## config.mk

```make
export PLATFORM = sky130hd
export DESIGN_NAME = lbus_bridge
export DESIGN_NICKNAME = d
export VERILOG_FILES = /design/src/lbus_bridge.v
export VERILOG_INCLUDE_DIRS = /design/src
export SDC_FILE = /design/constraint.sdc
export NUM_CORES = 1
export LEC_CHECK = 0
export ABC_AREA = 0
export BUFFER_PORTS_ARGS = -buffer_cell sky130_fd_sc_hd__clkbuf_2
export CAP_MARGIN = 20
export CELL_PAD_IN_SITES_DETAIL_PLACEMENT = 1
export CELL_PAD_IN_SITES_GLOBAL_PLACEMENT = 2
export CORE_MARGIN = 2
export CORE_UTILIZATION = 40
export CTS_BUF_LIST = sky130_fd_sc_hd__clkbuf_16
export DETAILED_ROUTE_END_ITERATION = 12
export PLACE_DENSITY = 0.82
export SYNTH_ARGS = -nofsm -noshare
export SYNTH_HDL_FRONTEND = slang
export SYNTH_SLANG_ARGS = --single-unit
```

## constraint.sdc

```tcl
create_clock -name clk -period 5.15 [get_ports clk]
set_input_delay 0.515 -clock clk [delete_from_list [all_inputs] [get_ports clk]]
set_output_delay 0.515 -clock clk [all_outputs]
set_load 0.02 [all_outputs]
```

## src/lbus_map.vh

```
// Command codes, request word layout and idle drive levels for the local bus bridge.
`ifndef LBUS_MAP_VH
`define LBUS_MAP_VH

// ***************************************************************
// Bus commands carried on the command/byte-enable lines
// ***************************************************************
`define LB_CMD_IO_RD 4'h2
`define LB_CMD_IO_WR 4'h3
`define LB_CMD_MEM_RD 4'h6
`define LB_CMD_MEM_WR 4'h7

// ***************************************************************
// Request word layout inside the posting buffer
// ***************************************************************
`define REQ_DATA_LSB 0
`define REQ_BE_LSB 32
`define REQ_ADDR_LSB 36
`define REQ_PF_BIT 66
`define REQ_IO_BIT 67
`define REQ_RD_BIT 68
`define REQ_W 69

// ***************************************************************
// Reset and idle values
// ***************************************************************
`define LB_CTL_IDLE 1'b1
`define LB_CBE_IDLE 4'hf
`define LB_AD_RESET 32'h0000_0000

`endif

```

## src/lbus_bridge.v

```verilog
// Posting bridge and memory target on a multiplexed 32-bit local bus.
//
// Notes on behaviour
// - never fold repeated writes to one place
// - combine sequential dwords, merge disjoint bytes
// - address phase: address and command driven
// - byte-enable drivers on through transaction end
// - byte enables valid whole phase
// - next byte enables right after completion
// - read: master releases data, one turnaround
// - target drives data after turnaround, stays on
// - word moves when both ready sampled
// - target ready only after select asserted (writes: both asserted on one edge)
// - either not ready means wait cycle
// - frame released only with initiator ready
// - not ready yet keeps frame asserted
// - write: no turnaround, same handshake
// - master never delays byte enables
// - master brings every transaction to end
// - idle when frame and ready both off
// - combined bursts keep original dword order
// - merge only prefetchable, each byte once
// - never combine or merge I/O
`timescale 1ns/1ps
`include "lbus_map.vh"

module lbus_bridge #(
   parameter TGT_AW = 4,
   parameter [31:0] TGT_BASE = 32'h0001_0000,
   parameter BUF_AW = 1
) (
   input wire clk,
   input wire rst_n,
   input wire req_valid,
   output wire req_ready,
   input wire req_read,
   input wire req_io,
   input wire req_prefetch,
   input wire [29:0] req_addr,
   input wire [3:0] req_be,
   input wire [31:0] req_data,
   output reg rsp_valid,
   output reg [31:0] rsp_data,
   input wire frame_n_in,
   output reg frame_n_out,
   output reg frame_n_oe,
   input wire irdy_n_in,
   output reg irdy_n_out,
   output reg irdy_n_oe,
   input wire trdy_n_in,
   output reg trdy_n_out,
   output reg trdy_n_oe,
   input wire devsel_n_in,
   output reg devsel_n_out,
   output reg devsel_n_oe,
   input wire [31:0] ad_in,
   output wire [31:0] ad_out,
   output wire ad_oe,
   input wire [3:0] cbe_n_in,
   output reg [3:0] cbe_n_out,
   output reg cbe_n_oe
);

   localparam [BUF_AW:0] DEPTH = {1'b1, {BUF_AW{1'b0}}};
   localparam [2:0] M_IDLE = 3'd0;
   localparam [2:0] M_LOAD = 3'd1;
   localparam [2:0] M_ADDR = 3'd2;
   localparam [2:0] M_DATA = 3'd3;
   localparam [2:0] M_END = 3'd4;
   localparam [1:0] T_IDLE = 2'd0;
   localparam [1:0] T_TURN = 2'd1;
   localparam [1:0] T_DATA = 2'd2;
   localparam [1:0] T_END = 2'd3;

   // ***************************************************************
   // Request helpers
   // ***************************************************************
   // Next request continues the burst at the following dword.
   function can_combine;
      input [`REQ_W-1:0] a;
      input [`REQ_W-1:0] b;
      begin
         can_combine = !a[`REQ_RD_BIT] && !b[`REQ_RD_BIT] && !a[`REQ_IO_BIT] &&
            !b[`REQ_IO_BIT] &&
            (b[`REQ_ADDR_LSB +: 30] == a[`REQ_ADDR_LSB +: 30] + 30'h1);
      end
   endfunction

   // Next request may share the pending data phase.
   function can_merge;
      input [`REQ_W-1:0] a;
      input [`REQ_W-1:0] b;
      begin
         can_merge = !a[`REQ_RD_BIT] && !b[`REQ_RD_BIT] && !a[`REQ_IO_BIT] &&
            !b[`REQ_IO_BIT] && a[`REQ_PF_BIT] && b[`REQ_PF_BIT] &&
            (b[`REQ_ADDR_LSB +: 30] == a[`REQ_ADDR_LSB +: 30]) &&
            ((a[`REQ_BE_LSB +: 4] & b[`REQ_BE_LSB +: 4]) == 4'h0);
      end
   endfunction

   function [3:0] cmd_of;
      input [`REQ_W-1:0] a;
      begin
         if (a[`REQ_RD_BIT]) begin
            cmd_of = a[`REQ_IO_BIT] ? `LB_CMD_IO_RD : `LB_CMD_MEM_RD;
         end else begin
            cmd_of = a[`REQ_IO_BIT] ? `LB_CMD_IO_WR : `LB_CMD_MEM_WR;
         end
      end
   endfunction

   // ***************************************************************
   // Two-entry posting buffer
   // ***************************************************************
   reg [`REQ_W-1:0] buf_mem [0:(1 << BUF_AW)-1];
   reg [BUF_AW-1:0] wr_ptr;
   reg [BUF_AW-1:0] rd_ptr;
   reg [BUF_AW:0] cnt;
   wire [BUF_AW-1:0] rd_ptr_nx = rd_ptr + 1'b1;
   wire [`REQ_W-1:0] head = buf_mem[rd_ptr];
   wire [`REQ_W-1:0] second = buf_mem[rd_ptr_nx];
   wire push = req_valid && req_ready;
   wire pop;

   assign req_ready = (cnt != DEPTH);

   always @(posedge clk) begin
      if (push) begin
         buf_mem[wr_ptr] <= {req_read, req_io, req_prefetch, req_addr, req_be, req_data};
      end
   end

   always @(posedge clk or negedge rst_n) begin
      if (!rst_n) begin
         wr_ptr <= {BUF_AW{1'b0}};
         rd_ptr <= {BUF_AW{1'b0}};
         cnt <= {(BUF_AW+1){1'b0}};
      end else begin
         if (push) begin
            wr_ptr <= wr_ptr + 1'b1;
         end
         if (pop) begin
            rd_ptr <= rd_ptr_nx;
         end
         if (push && !pop) begin
            cnt <= cnt + 1'b1;
         end else if (pop && !push) begin
            cnt <= cnt - 1'b1;
         end
      end
   end

   // ***************************************************************
   // Bus state shared by both engines
   // ***************************************************************
   reg [2:0] m_state;
   reg [1:0] t_state;
   reg idle_q;
   reg [`REQ_W-1:0] cur;
   reg more;
   reg [31:0] m_ad;
   reg m_ad_oe;
   reg [31:0] t_ad;
   reg t_ad_oe;

   wire xfer = !irdy_n_in && !trdy_n_in;
   wire bus_idle = frame_n_in && irdy_n_in;
   wire bus_free = bus_idle && (t_state == T_IDLE);

   assign pop = (m_state == M_IDLE && cnt != 0 && bus_free) ||
      (m_state == M_LOAD && cnt != 0 && can_merge(cur, head)) ||
      (m_state == M_DATA && xfer && more);

   assign ad_out = t_ad_oe ? t_ad : m_ad;
   assign ad_oe = m_ad_oe || t_ad_oe;

   always @(posedge clk or negedge rst_n) begin
      if (!rst_n) begin
         idle_q <= 1'b1;
      end else begin
         idle_q <= bus_idle;
      end
   end

   // ***************************************************************
   // Initiating engine
   // ***************************************************************
   always @(posedge clk or negedge rst_n) begin
      if (!rst_n) begin
         m_state <= M_IDLE;
         cur <= {`REQ_W{1'b0}};
         more <= 1'b0;
         frame_n_out <= `LB_CTL_IDLE;
         frame_n_oe <= 1'b0;
         irdy_n_out <= `LB_CTL_IDLE;
         irdy_n_oe <= 1'b0;
         cbe_n_out <= `LB_CBE_IDLE;
         cbe_n_oe <= 1'b0;
         m_ad <= `LB_AD_RESET;
         m_ad_oe <= 1'b0;
         rsp_valid <= 1'b0;
         rsp_data <= `LB_AD_RESET;
      end else begin
         rsp_valid <= 1'b0;
         case (m_state)
            M_IDLE: begin
               if (cnt != 0 && bus_free) begin
                  cur <= head;
                  m_state <= M_LOAD;
               end
            end
            M_LOAD: begin
               if (cnt != 0 && can_merge(cur, head)) begin
                  // Disjoint bytes fold in; overlap opens a new transaction instead.
                  cur[`REQ_BE_LSB +: 4] <= cur[`REQ_BE_LSB +: 4] | head[`REQ_BE_LSB +: 4];
                  cur[`REQ_DATA_LSB +: 32] <= {
                     head[`REQ_BE_LSB+3] ? head[31:24] : cur[31:24],
                     head[`REQ_BE_LSB+2] ? head[23:16] : cur[23:16],
                     head[`REQ_BE_LSB+1] ? head[15:8] : cur[15:8],
                     head[`REQ_BE_LSB] ? head[7:0] : cur[7:0]};
               end else begin
                  frame_n_out <= 1'b0;
                  frame_n_oe <= 1'b1;
                  m_ad <= {cur[`REQ_ADDR_LSB +: 30], 2'b00};
                  m_ad_oe <= 1'b1;
                  cbe_n_out <= cmd_of(cur);
                  cbe_n_oe <= 1'b1;
                  m_state <= M_ADDR;
               end
            end
            M_ADDR: begin
               cbe_n_out <= ~cur[`REQ_BE_LSB +: 4];
               irdy_n_out <= 1'b0;
               irdy_n_oe <= 1'b1;
               if (cur[`REQ_RD_BIT]) begin
                  m_ad_oe <= 1'b0;
               end else begin
                  m_ad <= cur[`REQ_DATA_LSB +: 32];
               end
               more <= (cnt != 0) && can_combine(cur, head);
               // Ready is asserted on this same edge, so frame may drop with it.
               frame_n_out <= !((cnt != 0) && can_combine(cur, head));
               m_state <= M_DATA;
            end
            M_DATA: begin
               // Frame and ready stay frozen until the phase completes.
               if (xfer) begin
                  if (cur[`REQ_RD_BIT]) begin
                     rsp_valid <= 1'b1;
                     rsp_data <= ad_in;
                  end
                  if (more) begin
                     cur <= head;
                     cbe_n_out <= ~head[`REQ_BE_LSB +: 4];
                     m_ad <= head[`REQ_DATA_LSB +: 32];
                     more <= (cnt > 1) && can_combine(head, second);
                     frame_n_out <= !((cnt > 1) && can_combine(head, second));
                  end else begin
                     irdy_n_out <= `LB_CTL_IDLE;
                     cbe_n_out <= `LB_CBE_IDLE;
                     m_ad_oe <= 1'b0;
                     m_state <= M_END;
                  end
               end
            end
            M_END: begin
               frame_n_oe <= 1'b0;
               irdy_n_oe <= 1'b0;
               cbe_n_oe <= 1'b0;
               m_state <= M_IDLE;
            end
            default: begin
               m_state <= M_IDLE;
            end
         endcase
      end
   end

   // ***************************************************************
   // Claiming memory target
   // ***************************************************************
   reg [31:0] tgt_mem [0:(1 << TGT_AW)-1];
   reg [TGT_AW-1:0] t_idx;
   reg t_rd;
   wire [TGT_AW-1:0] a_idx = ad_in[TGT_AW+1:2];
   wire [TGT_AW-1:0] t_idx_nx = t_idx + 1'b1;
   wire addr_phase = (t_state == T_IDLE) && idle_q && !frame_n_in;
   wire hit = (ad_in[31:TGT_AW+2] == TGT_BASE[31:TGT_AW+2]) &&
      ((cbe_n_in == `LB_CMD_MEM_RD) || (cbe_n_in == `LB_CMD_MEM_WR));
   wire claim = addr_phase && hit && (m_state == M_IDLE);
   wire [3:0] wbe = ~cbe_n_in;

   always @(posedge clk) begin
      if (t_state == T_DATA && !t_rd && xfer) begin
         tgt_mem[t_idx] <= {wbe[3] ? ad_in[31:24] : tgt_mem[t_idx][31:24],
            wbe[2] ? ad_in[23:16] : tgt_mem[t_idx][23:16],
            wbe[1] ? ad_in[15:8] : tgt_mem[t_idx][15:8],
            wbe[0] ? ad_in[7:0] : tgt_mem[t_idx][7:0]};
      end
   end

   always @(posedge clk or negedge rst_n) begin
      if (!rst_n) begin
         t_state <= T_IDLE;
         t_idx <= {TGT_AW{1'b0}};
         t_rd <= 1'b0;
         t_ad <= `LB_AD_RESET;
         t_ad_oe <= 1'b0;
         devsel_n_out <= `LB_CTL_IDLE;
         devsel_n_oe <= 1'b0;
         trdy_n_out <= `LB_CTL_IDLE;
         trdy_n_oe <= 1'b0;
      end else begin
         case (t_state)
            T_IDLE: begin
               devsel_n_oe <= 1'b0;
               trdy_n_oe <= 1'b0;
               if (claim) begin
                  t_idx <= a_idx;
                  t_rd <= (cbe_n_in == `LB_CMD_MEM_RD);
                  t_ad <= tgt_mem[a_idx];
                  devsel_n_out <= 1'b0;
                  devsel_n_oe <= 1'b1;
                  trdy_n_oe <= 1'b1;
                  if (cbe_n_in == `LB_CMD_MEM_RD) begin
                     trdy_n_out <= `LB_CTL_IDLE;
                     t_state <= T_TURN;
                  end else begin
                     trdy_n_out <= 1'b0;
                     t_state <= T_DATA;
                  end
               end
            end
            T_TURN: begin
               t_ad_oe <= 1'b1;
               trdy_n_out <= 1'b0;
               t_state <= T_DATA;
            end
            T_DATA: begin
               if (xfer) begin
                  t_idx <= t_idx_nx;
                  t_ad <= tgt_mem[t_idx_nx];
                  if (frame_n_in) begin
                     // Final phase done; drive controls high once before release.
                     devsel_n_out <= `LB_CTL_IDLE;
                     trdy_n_out <= `LB_CTL_IDLE;
                     t_ad_oe <= 1'b0;
                     t_state <= T_END;
                  end
               end
            end
            T_END: begin
               devsel_n_oe <= 1'b0;
               trdy_n_oe <= 1'b0;
               t_state <= T_IDLE;
            end
            default: begin
               t_state <= T_IDLE;
            end
         endcase
      end
   end

endmodule

```

# After elaboration in Yosys (flattened, before gate mapping)
# Memories as Yosys holds them, arrays and structs flattened.
# Index checks and enable logic that the tools add are counted.
# Widths: inputs -> output; s select.
# totals
input_bits	112
ramBits	650
regBits	195
mem_count	2
# mem_list
memory	words	word_bits	read_ports	rd_ports_with_merged_regs	write_ports	line_no	text
tgt_mem	16	32	2	0	1	lbus_bridge.v:282	reg [31:0] tgt_mem [0:(1 << TGT_AW)-1];
buf_mem	2	69	2	0	1	lbus_bridge.v:115	reg [`REQ_W-1:0] buf_mem [0:(1 << BUF_AW)-1];
# classes
n_reduce_logical	93
n_mux	81
order_cmp	1
n_bitwise	5
addsub	7
eq_ne	33
# ops
op	n
$mux 32	7
$mux 69	3
$pmux 36 s3	1
$pmux 32 s3	1
$eq 30x30->1	3
$pmux 33 s2	1
$mux 8	8
$pmux 32 s2	1
$add 30x1->30 const B	2
$mux 36	1
$logic_and 1x1->1	35
$ne 2x2->1 const B	15
$eq 26x11->1 const B	1
$mux 1	26
$reduce_and 6->1	4
$mux 3	7
$mux 4	5
$reduce_and 4->1	5
$reduce_and 3->1	6
$reduce_bool 2->1	9
$reduce_and 5->1	3
$logic_not 1->1	14
$pmux 1 s2	7
$reduce_and 2->1	7
other kinds (27)	48

# Depth between registers and ports, before layout
# Gate-level depths: netlist of the first run.
# An unclocked memory read counts as a cell.
# logic_depth
ltp_word	15
ltp_mapped	14
depth_no_buf	12

# Worst setup path after synthesis of the first run
# OpenSTA, ideal clock, no wires.
# synth_path
path_type	register -> register
from	reg cnt[0]
to	mem buf_mem[0][0] (netlist name), enable pin
arrival_ps	3949
n_path_buf	0
slack_ps	696
stages_incl_launch_ff	5
cell_sequence	dfrtp_1 > inv_1 > ha_1 > nor2b_1 > nor2b_1
# synth_via
elab_chain_cells	4
# synth_rtl
item	line_no	text
start: declaration	lbus_bridge.v:118	reg [BUF_AW:0] cnt;
start signal: assignment	lbus_bridge.v:137	cnt <= {(BUF_AW+1){1'b0}};
start signal: assignment	lbus_bridge.v:146	cnt <= cnt + 1'b1;
start signal: assignment	lbus_bridge.v:148	cnt <= cnt - 1'b1;
$ne 2x2->1	lbus_bridge.v:125	assign req_ready = (cnt != DEPTH);
$logic_and 1x1->1	lbus_bridge.v:122	wire push = req_valid && req_ready;
via push	lbus_bridge.v:122	
$mux 1	lbus_bridge.v:128	if (push) begin
$mux 1 (implied by the code)	lbus_bridge.v:129	buf_mem[wr_ptr] <= {req_read, req_io, req_prefetch, req_addr, req_be, req_data};
end: declaration	lbus_bridge.v:115	
# The timed path passes the listed nets, and every way through them passes these cells.

# Worst setup path after layout of the first run
# layout_path
from	reg rd_ptr
to	reg m_ad[31]
# layout_via
elab_chain_cells	12
# layout_rtl
item	line_no	text
start: declaration	lbus_bridge.v:117	reg [BUF_AW-1:0] rd_ptr;
start signal: assignment	lbus_bridge.v:136	rd_ptr <= {BUF_AW{1'b0}};
start signal: assignment	lbus_bridge.v:143	rd_ptr <= rd_ptr_nx;
$mem_v2 2x69 *	-	
$logic_not 1->1	lbus_bridge.v:94	can_merge = !a[`REQ_RD_BIT] && !b[`REQ_RD_BIT] && !a[`REQ_IO_BIT] &&
$logic_and 1x1->1 (7 in a row)	lbus_bridge.v:94	
$logic_and 1x1->1	lbus_bridge.v:213	if (cnt != 0 && can_merge(cur, head)) begin
$ne 2x2->1 (no line)	-	
$reduce_and 5->1 (no line)	-	
end signal: assignment	lbus_bridge.v:199	m_ad <= `LB_AD_RESET;
end signal: assignment	lbus_bridge.v:224	m_ad <= {cur[`REQ_ADDR_LSB +: 30], 2'b00};
end signal: assignment	lbus_bridge.v:238	m_ad <= cur[`REQ_DATA_LSB +: 32];
end: declaration	lbus_bridge.v:161	reg [31:0] m_ad;
# Every way passes the cells marked *; elsewhere a longest branch is shown, timed or not. The select of a mux whose other input is x is not followed.
# A chain may end at the register's enable or synchronous reset.

==> results.tsv, run 1 <==
metric	value	unit
CTS Buf Count	92	
most common flop cell mapped by yosys	edfxtp_1	
Gate Count Post-Synth	2493	
H-tree levels	3	
Die Wd	320	µm
Max-Cap Viols	0	
Hold Fails Final Rpt	0	
CP Launch Point	rd_ptr	
Switching Share	36.3	%
post-CTS setup buffer count	0	
vias in the first global route	26101	
Starting Density	40.4	%
initial antenna violation count	4	
worst slew pin tran	1.07	ns
status	complete, no violations	
Async S/R FF share, synth	23.1	%
Top Ports	192	
Slew Limit Fails	0	
Pre-antenna DRT Iters	6	
RR Endpoint	m_ad[31]	
crit path DAT	4.86	ns
Finished Layout Cells	4086	
adder-cell share of the synthesized area	0.408	%
Die H	320	µm
combinational family with the most area after synthesis	multiplexers	
Setup CP Type	reg2reg	
worst skew pair latency	0.68	ns
sequential share of power	37.2	%
DRC viols	0	
gr ovfl total	0	
post-route ant nets	0	
TritonCTS clock tree	built	
hold crit path type	in2reg	
crit path to	m_ad[31]	
routability-driven placement congestion ratio	0.916	
core area	0.0986	mm²
initial drt markers	2098	
WHS Path Cells	1	
FF+latch count, synth	845	
storage element area	0.0244	mm²
reg-to-reg startpoint	rd_ptr	
clock-pin slew on the worst setup and hold paths	0.07	ns
CTS resizes	0	
Vias	24507	
EDFF count, synth	650	
Post-Synth XOR/XNOR Area	2.00	%
drt via density	6.00	
Mapped Area	0.0398	mm²
Ys Warns	0	
Post-DP HPWL	76600	µm
Final min period	4.30	ns
Post-Syn Nets	2618	
flop-to-flop setup slack	0.85	ns
maximum vdd ir drop	0.462	mV
worst-path fanout max	52	
Total Nets Final	2845	
Pint	16.4	mW
Leakage Power	16.0	nW
simple-gate portion of the synthesized area	6.85	%
routed wire length	117000	µm
total track usage	22.9	%
post-route setup TNS	0	ns
Worst Skew	0.0632	ns
fillers	9460	
register area share after synthesis	61.3	%
switching power total	9.36	mW
multiplexer share of the synthesized area	23.3	%
# hold bufs at CTS	8	
PwrDens	564	mW/mm²
Clk pwr share	25.1	%
clk root buf	clkbuf_16	
largest net degree at the start of global routing	115	
synth unique cells	76	
area occupied by multi-input gates	0.0147	mm²
Worst Setup End Kind	register	
Syn Area/Cell	16.0	µm²
Required @ worst endpoint	5.70	ns
type of origin of the critical path	register	
area grow syn2layout	14.8	%
fin crit share	83.6	%
row count	115	
port bufs	190	
Compound-Gate Fraction of Synth Area	4.17	%
share of layout cells above drive strength 1	32.3	%
placed cells	3903	
clk buf depth	3	
die area	0.102	mm²
fmax	232	MHz
first-pass GRT wire length	174000	µm
r2r worst-path depth	11	
max_slew headroom	29.0	%
clock sinks	845	
Antenna Diode Count	0	
WL/cell	28.6	µm
# setup viols final	0	
unrepaired setup endpoints after global routing	no	
logic gate share of total power	37.8	%
[stage by stage]
step / setup WS, ns / hold slack (ns) / power [mW] / utilization (%) / instance area [µm²]
6_report: 0.846 / 0.0306 / 25.8 / 46.4 / 45700
5_1_grt: 0.599 / 0.00695 / 27.0 / 46.4 / 45700
4_1_cts: 0.859 / 0.00000511 / 26.0 / 46.4 / 45700
3_5_place_dp: 0.857 / 0.405 / 19.4 / 43.3 / 42700
3_3_place_gp: 0.933 / 0.404 / 19.0 / 43.3 / 42600
2_1_floorplan: 0.696 / 0.219 / 16.2 / - / 39800
[power groups by stage]
stage          Clock [mW]  Combinational (mW)  Sequential (mW)
3_5_place_dp            0                9.71             9.70
5_1_grt              6.85                10.4             9.73
3_3_place_gp            0                9.38             9.64
4_1_cts              6.60                9.79             9.58
6_report             6.47                9.75             9.59
2_1_floorplan           0                7.06             9.17
[placed cells by master, fill, tap and decap left out, types with 10 or more instances in the layout]
cell,n
clkbuf_2,186
mux2i_1,62
mux4_2,320
o21ai_0,54
edfxtp_1,650
nand4_1,26
nand3_1,49
clkinv_2,20
mux2_4,30
nor3_1,17
xnor2_1,57
xor2_1,32
nand2_1,151
nand3b_1,11
clkinv_1,21
mux2_2,79
a21oi_1,114
ha_1,11
and3_1,10
nor2_1,244
nor4_1,15
buf_4,94
inv_1,31
dfrtp_1,183
a31oi_1,38
clkbuf_16,93
[flip-flops by register name, indices dropped and copies added (netlist names), 2 cells and up]
register and flops:
m_ad 32, cur 69, tgt_mem 512, t_ad 32
cnt 2, t_idx 4, rsp_data 32, m_state 3
buf_mem 138, cbe_n_out 4, t_state 2
[logic make-up after synthesis]
kind of cell	count (synthesis)
multiplexers	498
AO/OA/AOI/OAI	275
XOR/XNOR	91
adder cells (fa/ha/maj)	13
buffers and inverters	184
flip-flops	845
AND/OR/NAND/NOR	587
[cell type report]
class / count / area share [%]
timing repair buffer: 301 / 4.28
tap: 1287 / 3.52
sequential: 845 / 53.4
multi-input combinational: 1464 / 32.2
clock inverter: 80 / 1.39
clock buffer: 93 / 5.09
inverter: 16 / 0.131
[worst min path at each step]
stage	start	to	slack (ns)
floorplan	rst_n	cbe_n_oe	0.22
global placement	rst_n	rsp_data[21]	0.40
detailed placement	rst_n	rsp_data[21]	0.41
CTS	req_data[30]	buf_mem[0][30]	0.000005
global route	req_data[30]	buf_mem[0][30]	0.007
finish	req_data[4]	buf_mem[1][4]	0.03
[cell usage after synthesis (5+ instances only)]
| master | count | share of area, % |
|---|---|---|
| nand4b_1 | 9 | 0.20 |
| a31oi_1 | 38 | 0.60 |
| mux2i_1 | 62 | 1.6 |
| inv_1 | 16 | 0.15 |
| dfstp_2 | 9 | 0.59 |
| edfxtp_1 | 650 | 49 |
| a21o_1 | 9 | 0.17 |
| nand3_1 | 49 | 0.62 |
| a211oi_1 | 5 | 0.094 |
| a21oi_1 | 115 | 1.4 |
| nor2_1 | 245 | 2.3 |
| nor4_1 | 16 | 0.25 |
| mux4_2 | 320 | 18 |
| mux2_4 | 30 | 1.1 |
| nor3_1 | 17 | 0.21 |
| buf_6 | 7 | 0.20 |
| nor2b_1 | 9 | 0.14 |
| dfrtp_1 | 186 | 12 |
| ha_1 | 13 | 0.41 |
| and2_1 | 6 | 0.094 |
| nand2b_1 | 10 | 0.16 |
| nand2_1 | 151 | 1.4 |
| a22o_1 | 9 | 0.20 |
| buf_1 | 23 | 0.22 |
| buf_4 | 5 | 0.094 |
| a22oi_1 | 7 | 0.13 |
| buf_2 | 9 | 0.11 |
| o21ai_0 | 54 | 0.68 |
| nand3b_1 | 11 | 0.21 |
| clkbuf_1 | 123 | 1.2 |
| mux2_2 | 79 | 2.2 |
| nand4_1 | 26 | 0.41 |
| and3_1 | 10 | 0.16 |
| nor4b_1 | 6 | 0.13 |
| xnor2_1 | 57 | 1.3 |
| xor2_1 | 34 | 0.75 |
[routing by layer]
| metal | share of wire (%) | vias to the layer above | track usage [%] |
|---|---|---|---|
| met5 | 0.036 | - | 0 |
| met4 | 3.4 | 6 | 7.82 |
| met3 | 7.2 | 240 | 4.39 |
| met2 | 49 | 1033 | 38.1 |
| met1 | 40 | 12911 | 30.2 |
| li1 | - | 10317 | - |
[worst max-delay path, stage by stage, from the launching register on]
cell and delay [ns]:
dfrtp_4 0.86, buf_4 0.32, mux2i_1 0.42, xor2_1 0.21
nand2_1 0.10, nor3_1 0.04, nand4_1 0.16, nor4_4 0.09
nor4_2 0.79, a21boi_4 0.29, buf_4 0.54, mux2_2 0.40
No activity file was read; power rests on OpenSTA's default activity.
==> run 2: changes to the inputs <==
clock period = 4.1 ns   (was 5.15 ns; I/O delays follow)
==> run 2 against run 1 <==
Compared with the run above:
- design area rose by 1.8%
- non-clock buffer count rose by 89
- via count rose by 0.96%
- critical path depth fell by 1
- core utilization rose by 0.83 points
- cell count rose by 2.0%
- die area did not move
- flip-flop and latch count did not move
- critical path type unchanged
- critical endpoint is now m_ad[25]
==> results.tsv, run 2 (same netlist as run 1, synthesis figures left out) <==
metric	value	unit	change
drt via density	5.94		-1.0%
WL/cell	27.8	µm	-2.8%
dpl ws	0.216	ns	-0.641 ns
# setup viols final	0		unchanged
H-tree levels	3		unchanged
CP bufs+invs	2		unchanged
fmax	255	MHz	+9.8%
Slew Limit Fails	0		unchanged
TritonCTS clock tree	built		
Worst Skew	0.0301	ns	-0.0331 ns
WHS Path Cells	2		+1
type of origin of the critical path	register		
family with the most delay on the worst path	compound AO/OA/AOI/OAI gates		
port bufs	190		unchanged
initial antenna violation count	5		+1
worst slew pin tran	1.07	ns	+0.00135 ns
maximum vdd ir drop	0.471	mV	+1.9%
most frequent cells in the layout	edfxtp_1 (650), mux4_2 (320), nor2_1 (244)		
slowest cell on the critical path	a21boi_4		
CTS Buf Count	89		-3.3%
hold worst-path end	idle_q		
vias in the first global route	26241		+0.54%
clock sinks	845		unchanged
max_slew headroom	28.7	%	-0.27 points
row count	115		unchanged
status	complete, no violations		
minimum hold slack	0.103	ns	+0.0726 ns
DRC viols	0		unchanged
Required @ worst endpoint	4.62	ns	-1.08 ns
routed wire length	116000	µm	-0.83%
max FFs per register	512		unchanged
sequential share of power	36.5	%	-0.7 points
initial drt markers	2430		+16%
first-pass GRT wire length	173000	µm	-0.54%
core area	0.0986	mm²	unchanged
total track usage	22.8	%	-0.15 points
Final min period	3.92	ns	-0.384 ns
biggest regs	tgt_mem: 512 flops, buf_mem: 138 flops, cur: 69 flops		
Die Wd	320	µm	unchanged
largest stage delay on the critical path	0.90	ns	+0.04 ns
clk root buf	clkbuf_16		
Die H	320	µm	unchanged
Worst Setup End Kind	register		
CP Cell Sequence	buf_12, mux2i_2, xnor2_1, nor4_1, nand4_1, nor4_4, nor4_2, a21boi_4, buf_4, mux2_4		
PwrDens	699	mW/mm²	+24%
logic gate share of total power	38.6	%	+0.8 points
Clk pwr share	24.9	%	-0.2 points
clock-pin slew on the worst setup and hold paths	0.06	ns	about the same
Max-Cap Viols	0		unchanged
placed cells	3931		+0.72%
Pwr Total	32.5	mW	+26%
switching power total	11.6	mW	+24%
unrepaired setup endpoints after global routing	no		
worst skew pair latency	0.66	ns	-0.02 ns
fin crit share	95.6	%	+12 points
die area	0.102	mm²	unchanged
reg-to-reg startpoint	rd_ptr		
RR Endpoint	m_ad[25]		
Finished Layout Cells	4168		+2.0%
Setup CP Type	reg2reg		
share of layout cells above drive strength 1	31.8	%	-0.42 points
post-route ant nets	0		unchanged
gr ovfl total	0		unchanged
Hold Crit Start	frame_n_in		
post-route setup TNS	0	ns	unchanged
Total Nets Final	2931		+3.0%
post-CTS setup buffer count	0		unchanged
flop-to-flop setup slack	0.18	ns	-0.67 ns
worst-path fanout max	26		-50%
crit path DAT	4.44	ns	-0.42 ns
most common cell after layout, fill and taps aside	edfxtp_1		
Pint	20.9	mW	+27%
Most flops, register	tgt_mem		
Post-DP HPWL	76100	µm	-0.75%
clk buf depth	3		unchanged
routability-driven placement congestion ratio	0.925		+0.93%
largest net degree at the start of global routing	93		-19%
Hold Fails Final Rpt	0		unchanged
Vias	24742		+0.96%
Top Ports	192		unchanged
Switching Share	35.7	%	-0.58 points
hold crit path type	in2reg		
Pre-antenna DRT Iters	9		+3
area grow syn2layout	16.9	%	
r2r worst-path depth	10		-1
Leakage Power	16.4	nW	+2.7%
Final WS setup	0.180	ns	-0.666 ns
Starting Density	40.4	%	unchanged
==> run 2: changes by cell type in the layout (fill, tap and decap cells not counted), moves of 2 or more <==
cell | before | now
bufinv_16 | 6 | 11
buf_12 | 9 | 12
clkinv_2 | 20 | 13
inv_6 | 2 | 4
clkinvlp_4 | 8 | 2
dlygate4sd3_1 | 8 | 70
inv_1 | 31 | 41
clkbuf_16 | 93 | 89
buf_4 | 94 | 119
clkinv_1 | 21 | 15
==> run 2: power by group through the flow <==
stage	sequential [mW]	clock [mW]	combinational [mW]
after global routing	12.0	8.55	13.5
final	11.9	8.11	12.6
after detailed placement	12.0	0	12.5
after global placement	11.9	0	12.1
after CTS	11.8	8.25	12.6
after floorplan	11.5	0	8.87
==> run 2: how the worst max path moves through the flow <==
stage | slack (ns) | from | depth (start not counted) | to
2_1_floorplan | 0.59 | t_idx[0] | 11 | t_ad[23]
3_3_place_gp | 0.32 | rd_ptr | 11 | m_ad[25]
3_5_place_dp | 0.22 | rd_ptr | 10 | m_ad[6]
4_1_cts | 0.18 | rd_ptr | 10 | m_ad[25]
5_1_grt | 0.04 | rd_ptr | 10 | m_ad[25]
6_report | 0.18 | rd_ptr | 10 | m_ad[25]
==> run 2: final cells by class <==
cell class | count | area [µm²]
Fill cell | 9489 | 52000
Sequential cell | 845 | 24400
Multi-Input combinational cell | 1464 | 14700
Timing Repair Buffer | 390 | 2820
Clock buffer | 89 | 2230
Tap cell | 1287 | 1610
Clock inverter | 76 | 693
Inverter | 16 | 60.1
Antenna cell | 1 | 2.50
==> run 2: worst register-to-register path, stage by stage (launching register included) <==
cell      delay [ns]
dfrtp_4         0.65
buf_12          0.24
mux2i_2         0.34
xnor2_1         0.31
nor4_1          0.16
nand4_1         0.19
nor4_4          0.08
nor4_2          0.28
a21boi_4        0.90
buf_4           0.33
mux2_4          0.32
==> run 2: layer usage <==
metal	GRT usage (%)	up-vias	wire length, µm
met4	7.66	2	3730
li1	-	10483	-
met2	38.5	1028	57800
met5	0	-	13
met1	30.2	13008	47100
met3	3.36	221	7360
==> run 2: stage by stage <==
step                utilization, %  instance area, µm²
floorplan                        -               39800
global placement              43.5               42900
detailed placement            43.5               42900
CTS                           47.2               46500
global route                  47.2               46600
finish                        47.2               46600
==> run 2: timing repair <==
item                                   in CTS  in global routing
hold buffers                               70                  0
gates resized for setup                     0                  0
endpoints found under the hold margin     197                  0
